==> config.mk <==
export PLATFORM = sky130hd
export DESIGN_NAME = dpc_top
export DESIGN_NICKNAME = d
export VERILOG_FILES = /design/src/logic/dpc_pkg.sv /design/src/logic/dpc_top.sv
export SDC_FILE = /design/constraint.sdc
export NUM_CORES = 1
export LEC_CHECK = 0
export BUFFER_PORTS_ARGS = -buffer_cell sky130_fd_sc_hd__buf_2
export CORE_UTILIZATION = 30
export CTS_BUF_LIST = sky130_fd_sc_hd__clkbuf_4 sky130_fd_sc_hd__clkbuf_8 sky130_fd_sc_hd__clkbuf_16
export DETAILED_ROUTE_END_ITERATION = 8
export GPL_ROUTABILITY_DRIVEN = 0
export SYNTH_ARGS = -nofsm -noshare
export SYNTH_HDL_FRONTEND = slang
export SYNTH_SLANG_ARGS = --single-unit
==> constraint.sdc <==
create_clock -name mclk -period 4.58 [get_ports mclk]
set_input_delay 0.229 -clock mclk [delete_from_list [all_inputs] [get_ports mclk]]
set_output_delay 0.229 -clock mclk [all_outputs]
set_load 0.01 [all_outputs]
==> src/logic/dpc_pkg.sv <==
// Package for the shared data pin and DMA handshake configuration block
package dpc_pkg;
  // Register offsets (byte addresses on the register port)
  localparam logic [7:0]  DPC_PORTA_OFS = 8'h08;
  localparam logic [7:0]  DPC_MODE_OFS  = 8'h0A;
  localparam logic [7:0]  DPC_HS_OFS    = 8'h0C;
  localparam logic [7:0]  DPC_FIFO_OFS  = 8'h18;
  // Writable bit masks; every other bit is reserved and reads zero
  localparam logic [15:0] DPC_MODE_MASK = 16'h0105;
  localparam logic [15:0] DPC_HS_MASK   = 16'h7774;
  localparam logic [15:0] DPC_CFG_RST   = 16'h0000;
  localparam logic [7:0]  DPC_PORTA_RST = 8'h00;
  localparam int          DPC_SYNC_W    = 12;

  // Data pin mode configuration layout
  typedef struct packed {
    logic [6:0] rsv_15_9;
    logic       big_endian;
    logic [4:0] rsv_7_3;
    logic       port_a_direction;
    logic       rsv_1;
    logic       shared_pin_function_select;
  } dpc_mode_cfg_t;

  // DMA handshake configuration layout
  typedef struct packed {
    logic       rsv_15;
    logic       request_polarity;
    logic       burst_mode;
    logic       request_output_enable;
    logic       rsv_11;
    logic       acknowledge_polarity;
    logic       strobe_mode_select;
    logic       handshake_source_select;
    logic       rsv_7;
    logic       end_pin_polarity;
    logic       end_buffer_mode;
    logic       end_pin_enable;
    logic       rsv_3;
    logic       normal_drive_mode;
    logic [1:0] rsv_1_0;
  } dpc_hs_cfg_t;

  // Handshake pins coming from the DMA controller side
  typedef struct packed {
    logic dma_acknowledge;
    logic dma_strobe_n;
    logic write_strobe_n;
    logic read_strobe_n;
  } dpc_hs_pins_t;

  // Request sequencer states
  typedef enum logic [1:0] {
    DPC_REQ_IDLE,
    DPC_REQ_ON,
    DPC_REQ_RELEASE
  } dpc_req_st_t;
endpackage

==> src/logic/dpc_top.sv <==
// Shared data pin mux, port A and DMA handshake configuration logic
//
// Overview of operation
// - Function select 0 routes the eight shared pins to port A, bit per pin.
// - Port A input mode: reading port A returns live pin levels, never written data.
// - Port A output mode: read value is undefined and must not be relied on.
// - Direction bit b2: 0 all inputs, 1 all outputs; only in port mode.
// - Function select 1 gives pins to split bus; CPU DMA FIFO accesses ignored.
// - Byte order b8 for both FIFO ports: 0 upper byte odd, 1 reversed.
// - Bit 14 sets request polarity, bit 12 enables driving the request output.
// - Bit 13 picks cycle-steal (0) or burst (1) request timing.
// - Bit 8 picks CPU-bus pins or acknowledge pin; bit 10 its polarity.
// - With bit 8 set, bit 9 picks separate write/read strobes (0) or the single DMA strobe.
// - End pin: bit 4 enable, bit 6 polarity, bit 5 transaction or buffer mode.
// - Bit 2 picks high-speed drive (0) or normal drive (1) of data and end pins.
// - Both configuration registers clear on hardware reset only.
// - Cycle-steal: request per transfer, negated on each acknowledge.
// - Burst: request held through transfer, negated when all data is done.
// - OUT end pin: count done or short packet, or full buffer in buffer mode.
//
// Chosen here: the address-and-strobe port.
`timescale 1ns/10ps
module dpc_top
  import dpc_pkg::*;
(
  input  wire logic                  mclk,                // System clock, 100 MHz
  input  wire logic                  rst_n,               // Asynchronous hardware reset
  input  wire logic [7:0]            reg_addr,            // Register byte address
  input  wire logic [15:0]           reg_wdata,           // Register write data
  input  wire logic                  reg_wr,              // Write strobe, one cycle
  input  wire logic                  reg_rd,              // Read strobe, one cycle
  output logic      [15:0]           reg_rdata,           // Read data, cycle after strobe
  input  wire logic [7:0]            split_data_pins_i,   // Shared pin levels
  output logic      [7:0]            split_data_pins_o,   // Shared pin drive value
  output logic                       split_data_pins_oe,  // Shared pin drive enable
  input  wire dpc_pkg::dpc_hs_pins_t hs_pins_i,           // Handshake pins, asynchronous
  input  wire logic                  cpu_dma_select,      // CPU-bus handshake decode
  output logic                       dma_request_o,       // Request pin level
  output logic                       dma_request_oe,      // Request pin enable
  output logic                       dma_transfer_end_o,  // End pin level
  output logic                       dma_transfer_end_oe, // End pin enable
  input  wire logic                  fifo_data_ready,     // FIFO has data work for DMA
  input  wire logic                  fifo_all_done,       // All data of the job moved
  input  wire logic                  pipe_dir_out,        // Current pipe is OUT
  input  wire logic                  packet_count_done,   // Packet count reached
  input  wire logic                  short_packet_done,   // Short packet moved
  input  wire logic                  buffer_full_done,    // Full pipe buffer moved
  input  wire logic [7:0]            fifo_tx_byte,        // Byte to drive on split bus
  output logic                       dma_xfer_pulse,      // One split-bus transfer done
  output logic      [7:0]            dma_rx_byte,         // Byte taken from split bus
  input  wire logic [15:0]           fifo_cpu_rd_data,    // FIFO word, lower lane first
  output logic                       cpu_fifo_wr,         // CPU write to DMA FIFO port
  output logic                       cpu_fifo_rd,         // CPU read of DMA FIFO port
  output logic      [15:0]           cpu_fifo_wdata       // Lane-ordered write word
);
  import dpc_pkg::*;

  ////////////////////////////////////////////////////////////////////////////
  // Pin synchronisers

  logic [DPC_SYNC_W-1:0] sync1_q;
  logic [DPC_SYNC_W-1:0] sync2_q;
  logic [7:0]            pin_lvl;
  dpc_hs_pins_t          hs_lvl;

  // Two flops; only the second stage is read by any logic
  always_ff @(posedge mclk or negedge rst_n) begin
    if (!rst_n) begin
      sync1_q <= '0;
      sync2_q <= '0;
    end else begin
      sync1_q <= {split_data_pins_i, hs_pins_i};
      sync2_q <= sync1_q;
    end
  end

  assign pin_lvl = sync2_q[DPC_SYNC_W-1:4];
  assign hs_lvl  = dpc_hs_pins_t'(sync2_q[3:0]);

  ////////////////////////////////////////////////////////////////////////////
  // Register file

  dpc_mode_cfg_t mode_q, mode_d;
  dpc_hs_cfg_t   hs_q, hs_d;
  logic [7:0]    porta_q, porta_d;
  logic [15:0]   rdata_q, rdata_d;
  logic          fwr_q, fwr_d;
  logic          frd_q, frd_d;
  logic [15:0]   fwdata_q, fwdata_d;
  logic          split_mode;

  assign split_mode = mode_q.shared_pin_function_select;

  // Lane order: the FIFO side always sees the lower lane as the even byte
  function automatic logic [15:0] lane_order(input logic [15:0] w, input logic big);
    lane_order = big ? {w[7:0], w[15:8]} : w;
  endfunction

  // Decode writes and reads; reserved bits are masked off at write time
  always_comb begin
    mode_d   = mode_q;
    hs_d     = hs_q;
    porta_d  = porta_q;
    rdata_d  = 16'h0000;
    fwr_d    = 1'b0;
    frd_d    = 1'b0;
    fwdata_d = fwdata_q;
    if (reg_wr) begin
      case (reg_addr)
        DPC_MODE_OFS:  mode_d = dpc_mode_cfg_t'(reg_wdata & DPC_MODE_MASK);
        DPC_HS_OFS:    hs_d = dpc_hs_cfg_t'(reg_wdata & DPC_HS_MASK);
        // Output latch written even in input mode, so software can preload it
        DPC_PORTA_OFS: porta_d = reg_wdata[7:0];
        DPC_FIFO_OFS: begin
          if (!split_mode) begin
            fwr_d    = 1'b1;
            fwdata_d = lane_order(reg_wdata, mode_q.big_endian);
          end
        end
        default: ;
      endcase
    end
    if (reg_rd) begin
      case (reg_addr)
        DPC_MODE_OFS:  rdata_d = mode_q;
        DPC_HS_OFS:    rdata_d = hs_q;
        // Always the pin levels; in output mode this is not a defined value
        DPC_PORTA_OFS: rdata_d = {8'h00, pin_lvl};
        DPC_FIFO_OFS: begin
          if (!split_mode) begin
            frd_d   = 1'b1;
            rdata_d = lane_order(fifo_cpu_rd_data, mode_q.big_endian);
          end
        end
        default: rdata_d = 16'h0000;
      endcase
    end
  end

  // Only the hardware reset clears configuration
  always_ff @(posedge mclk or negedge rst_n) begin
    if (!rst_n) begin
      mode_q   <= dpc_mode_cfg_t'(DPC_CFG_RST);
      hs_q     <= dpc_hs_cfg_t'(DPC_CFG_RST);
      porta_q  <= DPC_PORTA_RST;
      rdata_q  <= 16'h0000;
      fwr_q    <= 1'b0;
      frd_q    <= 1'b0;
      fwdata_q <= 16'h0000;
    end else begin
      mode_q   <= mode_d;
      hs_q     <= hs_d;
      porta_q  <= porta_d;
      rdata_q  <= rdata_d;
      fwr_q    <= fwr_d;
      frd_q    <= frd_d;
      fwdata_q <= fwdata_d;
    end
  end

  ////////////////////////////////////////////////////////////////////////////
  // Handshake decode

  logic ack_act;
  logic strb_n;
  logic strb_act;
  logic split_dma;

  // Split-bus DMA only when the acknowledge pin is the handshake
  assign split_dma = split_mode & hs_q.handshake_source_select;
  // Pin compared against its active level, else the CPU-bus decode
  assign ack_act = hs_q.handshake_source_select ?
                   (hs_lvl.dma_acknowledge == hs_q.acknowledge_polarity) :
                   cpu_dma_select;
  // Single DMA strobe only counts with the acknowledge pin selected
  assign strb_n = (hs_q.handshake_source_select & hs_q.strobe_mode_select) ?
                  hs_lvl.dma_strobe_n :
                  (hs_lvl.write_strobe_n & hs_lvl.read_strobe_n);
  assign strb_act = ~strb_n & ack_act;

  ////////////////////////////////////////////////////////////////////////////
  // Request sequencer

  dpc_req_st_t st_q, st_d;
  logic        strb_prev_q, strb_prev_d;

  // Cycle-steal drops the request on every acknowledge; burst holds it to the end
  always_comb begin
    st_d        = st_q;
    strb_prev_d = strb_act;
    case (st_q)
      DPC_REQ_IDLE: begin
        if (fifo_data_ready && !fifo_all_done) begin
          st_d = DPC_REQ_ON;
        end
      end
      DPC_REQ_ON: begin
        if (hs_q.burst_mode) begin
          if (fifo_all_done) begin
            st_d = DPC_REQ_IDLE;
          end
        end else if (ack_act) begin
          st_d = DPC_REQ_RELEASE;
        end
      end
      // Wait for the acknowledge to go away so one ack ends one request
      DPC_REQ_RELEASE: begin
        if (!ack_act) begin
          st_d = DPC_REQ_IDLE;
        end
      end
      default: st_d = DPC_REQ_IDLE;
    endcase
  end

  always_ff @(posedge mclk or negedge rst_n) begin
    if (!rst_n) begin
      st_q        <= DPC_REQ_IDLE;
      strb_prev_q <= 1'b0;
    end else begin
      st_q        <= st_d;
      strb_prev_q <= strb_prev_d;
    end
  end

  ////////////////////////////////////////////////////////////////////////////
  // Pin drivers

  logic       req_act;
  logic       end_act;
  logic       drv_win;
  logic       xfer_edge;
  logic [7:0] pin_o_d, pin_o_q;
  logic       pin_oe_d, pin_oe_q;
  logic       req_o_d, req_o_q;
  logic       req_oe_d, req_oe_q;
  logic       end_o_d, end_o_q;
  logic       end_oe_d, end_oe_q;
  logic       xfer_d, xfer_q;
  logic [7:0] rx_d, rx_q;

  assign req_act   = (st_q == DPC_REQ_ON);
  assign xfer_edge = strb_act & ~strb_prev_q;
  // End condition only has meaning for OUT pipes
  assign end_act = pipe_dir_out & (hs_q.end_buffer_mode ? buffer_full_done :
                   (packet_count_done | short_packet_done));
  // Normal drive only in the strobe window; high-speed drive all the time
  assign drv_win = hs_q.normal_drive_mode ? strb_act : 1'b1;

  always_comb begin
    // Port mode: direction bit drives all eight pins together
    if (!split_mode) begin
      pin_o_d  = porta_q;
      pin_oe_d = mode_q.port_a_direction;
    end else begin
      pin_o_d  = fifo_tx_byte;
      pin_oe_d = split_dma & pipe_dir_out & drv_win;
    end
    req_o_d  = hs_q.request_polarity ? req_act : ~req_act;
    req_oe_d = hs_q.request_output_enable;
    end_o_d  = hs_q.end_pin_polarity ? end_act : ~end_act;
    // Disabled end pin floats; IN pipes leave it as an input
    end_oe_d = hs_q.end_pin_enable & pipe_dir_out & drv_win;
    xfer_d   = split_dma & xfer_edge;
    rx_d     = (split_dma & xfer_edge & ~pipe_dir_out) ? pin_lvl : rx_q;
  end

  // Registered so every pin and pulse comes straight from a flop
  always_ff @(posedge mclk or negedge rst_n) begin
    if (!rst_n) begin
      pin_o_q  <= 8'h00;
      pin_oe_q <= 1'b0;
      req_o_q  <= 1'b0;
      req_oe_q <= 1'b0;
      end_o_q  <= 1'b0;
      end_oe_q <= 1'b0;
      xfer_q   <= 1'b0;
      rx_q     <= 8'h00;
    end else begin
      pin_o_q  <= pin_o_d;
      pin_oe_q <= pin_oe_d;
      req_o_q  <= req_o_d;
      req_oe_q <= req_oe_d;
      end_o_q  <= end_o_d;
      end_oe_q <= end_oe_d;
      xfer_q   <= xfer_d;
      rx_q     <= rx_d;
    end
  end

  // Output wiring
  assign reg_rdata           = rdata_q;
  assign split_data_pins_o   = pin_o_q;
  assign split_data_pins_oe  = pin_oe_q;
  assign dma_request_o       = req_o_q;
  assign dma_request_oe      = req_oe_q;
  assign dma_transfer_end_o  = end_o_q;
  assign dma_transfer_end_oe = end_oe_q;
  assign dma_xfer_pulse      = xfer_q;
  assign dma_rx_byte         = rx_q;
  assign cpu_fifo_wr         = fwr_q;
  assign cpu_fifo_rd         = frd_q;
  assign cpu_fifo_wdata      = fwdata_q;

endmodule

==> results by group <==
Yosys
  – Post-synthesis simple-gate area fraction: 0.0869
  – Synth Area in Compound Gates: 0.0651
  – Seq/Total Area, Yosys: 0.621
  – Count of different cell masters after synthesis: 37
  – Syn nets: 384
  – Post-synthesis xor/xnor area fraction: 0.00627
  – Avg Cell Area, Syn: 13.4 um^2
  – Largest family of logic cells by synthesized area: multiplexers
  – Adder-cell share of the synthesized area: 0
  – Yosys warnings: 0
  – Post-Synthesis Cells: 313
  – Post-synthesis cell area: 0.00419 mm^2
  – #FFs+latches synth: 104
  – Multiplexer share of the synthesized area: 0.195

Routing
  – DRT Pass-1 Iters: 4
  – Via density per instance: 4.60
  – Wire per inst: 16.1 um
  – ANT nets after route: 0
  – Vias post-DR: 2899
  – DRC: 0
  – Initial DRC Count: 87
  – Post-Route WL: 10.2 mm

Placed design
  – Post-DP HPWL: 7.64 mm
  – Post-Place Cells: 601
  – Port-buffer cells: 126

Final layout
  – Final-layout fill cell count: 1311
  – Share of cells above drive strength 1: 0.445
  – Nets@finish: 520
  – Antenna cells: 0
  – Final Util: 0.402
  – Area Overhead vs Synth: 29.1%
  – Multi-input gate area: 0.00148 mm^2
  – Area occupied by registers: 0.00260 mm^2
  – Post-route insts no fill: 630

Timing
  – Hold Vio Cnt, Final: 0
  – Fin crit share: 0.519
  – Clock skew: 9.53 ps
  – Crit path time final: 2380 ps
  – F_max: 421 MHz
  – Setup TNS: 0 ps
  – Worst-Margin Slew: 1210 ps
  – Setup Viol. Count Final: 0
  – Final slew viol count: 0
  – Hold WS: 115 ps
  – RSZ-0062 raised after global routing: false
  – Slew headroom: 0.194

CTS
  – Clock Sink Count: 104
  – CTS max path bufs: 2
  – Clk_lat worst skew: 350 ps
  – Postcts setup bufs: 0
  – CTS H-tree depth: 3
  – TritonCTS clock tree: done
  – # resized after CTS: 0
  – TritonCTS Buffers: 9
  – Clk slew on worst S/H paths: 70 ps
  – Root Driver: clkbuf_16

Global routing
  – Vias in the first global route: 3016
  – Global-route wire length before repair: 16.1 mm
  – Initial antenna violation count: 0
  – Total global routing overflow: 0
  – Largest net degree at the start of global routing: 59
  – Total GRT Usage: 0.151

Power
  – Clock power frac: 0.400
  – Sw Ratio: 0.232
  – VDD IR-drop max: 0.188 mV
  – Sequential share of power: 0.505
  – Cell Pwr Density: 363 mW/mm^2
  – Leakage power total: 2.69 nW
  – Design Power: 1.96 mW
  – P_int: 1.51 mW
  – Psw: 0.456 mW
  – Combinational share of power: 0.095

Run
  – Maxcap violations: 0

Worst setup path
  – Critical Path RT: 4760 ps
  – Worst setup path class: register to register
  – Worst Path Max Fanout: 33
  – CP startpoint kind: register
  – CP arrival: 2560 ps
  – CP endpoint kind: register

Floorplanning
  – Die span in y: 120 um
  – FP Rows: 42
  – Starting Density: 0.311
  – Core area: 0.0135 mm^2
  – Die width: 120 um
  – I/O pin cnt: 127
  – Die area: 0.0144 mm^2

Run status
  – Status: completed

Min path
  – Min-Delay Path Class: input pin to register
## synthesized netlist by cell type (all sizes together)
| cell type | number | area (um^2) |
|---|---|---|
| nand4 | 1 | 6.26 |
| o2111ai | 1 | 8.76 |
| nor2b | 5 | 31.3 |
| mux2 | 54 | 608 |
| nor3 | 3 | 15.0 |
| nor4 | 1 | 21.3 |
| o21ai | 18 | 90.1 |
| nor2 | 19 | 71.3 |
| dfrtp | 104 | 2600 |
| nand3b | 1 | 7.51 |
| a21oi | 7 | 35.0 |
| a22oi | 6 | 45.0 |
| o311ai | 1 | 8.76 |
| and3 | 3 | 18.8 |
| xnor2 | 2 | 17.5 |
| xor2 | 1 | 8.76 |
| nand2 | 22 | 82.6 |
| nor4b | 2 | 38.8 |
| buf | 11 | 65.1 |
| or3 | 1 | 6.26 |
| mux2i | 21 | 210 |
| nand3 | 3 | 27.5 |
| clkbuf | 5 | 18.8 |
| or2b | 1 | 7.51 |
| a32oi | 5 | 43.8 |
| nand2b | 2 | 12.5 |
| a31oi | 1 | 6.26 |
| and4b | 1 | 11.3 |
| and2 | 1 | 6.26 |
| a2bb2oi | 4 | 35.0 |
| inv | 6 | 22.5 |
## state kept, by name, indices dropped and copies added, names as in the netlist, 2 cells and up
signal,count
dma_rx_byte,8
reg_rdata,16
mode_q,2
sync2_q,12
hs_q,9
cpu_fifo_wdata,16
st_q,2
sync1_q,12
split_data_pins_o,8
porta_q,8
## layout make-up
type | instances | share of cell area
Tap cell | 176 | 0.0407
Sequential cell | 104 | 0.481
Timing Repair Buffer | 141 | 0.144
Clock buffer | 11 | 0.0467
Multi-Input combinational cell | 187 | 0.274
Inverter | 6 | 0.00416
Clock inverter | 5 | 0.00994
## kinds of logic (layout without fill, tap and decap cells)
family / Yosys count / after routing
AOI/OAI and AO/OA: 43 / 43
DFF: 104 / 104
muxes: 75 / 75
and+or+nand+nor: 66 / 66
xor gates and xnor gates: 3 / 3
buffers and inverters: 22 / 163
## layer usage
layer | global-route usage | vias up | share of wire
met1 | 0.202 | 1429 | 0.46
li1 | - | 1370 | -
met3 | 0.0387 | 15 | 0.054
met4 | 0.0641 | 0 | 0.020
met2 | 0.231 | 85 | 0.46
met5 | 0 | - | 0
## placed cells by master, fill, tap and decap left out
cell type	synthesis	layout
buf_2	7	125
dfrtp_1	104	104
mux2_2	53	53
nand2_1	22	22
mux2i_1	21	21
nor2_1	19	19
o21ai_0	18	18
dlygate4sd3_1	0	13
clkbuf_16	0	9
a21oi_1	7	7
a22oi_1	6	6
inv_1	6	6
nor2b_1	5	5
a32oi_1	5	5
a2bb2oi_1	4	4
nor3_1	3	3
and3_1	3	3
clkinv_2	0	3
buf_4	2	3
nand2b_1	2	2
xnor2_1	2	2
nand3_1	2	2
clkbuf_8	0	2
o2111ai_1	1	1
nor4_4	1	1
nor4b_2	1	1
and2_1	1	1
or3_1	1	1
a31oi_1	1	1
or2b_1	1	1
o311ai_0	1	1
xor2_1	1	1
nand3b_1	1	1
and4b_2	1	1
nand4_1	1	1
nor4b_4	1	1
nand3_4	1	1
mux2_1	1	1
bufinv_16	0	1
inv_6	0	1
## metrics by stage
step | setup WS [ps] | cell area [um^2]
2_1_floorplan | 2890 | 4190
3_3_place_gp | 2280 | 4970
3_5_place_dp | 2080 | 4970
4_1_cts | 2180 | 5410
5_1_grt | 1860 | 5410
6_report | 2200 | 5410
## worst max-delay path, cell delays in order (launching register included)
cell,delay (ps)
dfrtp_1,610
nor2b_1,240
nand4_1,900
nand2_1,320
o21ai_0,120
## worst paths after layout
check | startpoint | end | slack, ps | cells past startpoint
worst max-delay path | split_mode | cpu_fifo_wdata[2] | 2200 | 4
worst min-delay path | fifo_tx_byte[3] | split_data_pins_o[3] | 110 | 2
worst max register to register | split_mode | cpu_fifo_wdata[2] | 2200 | 4
worst min register to register | sync1_q[7] | sync2_q[7] | 350 | 0
max in group asynchronous | rst_n | reg_rdata[14] | 3040 | 3
min in group asynchronous | rst_n | split_data_pins_o[5] | 480 | 2
## power groups by stage
stage	combinational [mW]	sequential, mW	clock (mW)
floorplan	0.0847	1.01	0
global placement	0.177	1.01	0
detailed placement	0.182	1.01	0
CTS	0.191	0.992	0.811
global route	0.210	0.997	0.851
finish	0.187	0.992	0.785
## repair_timing
item | in CTS | in global routing
hold buffers | 13 | 0
hold endpoints to repair | 69 | 0
setup endpoints to repair | 0 | 0
Power figures use the tool's default switching activity.
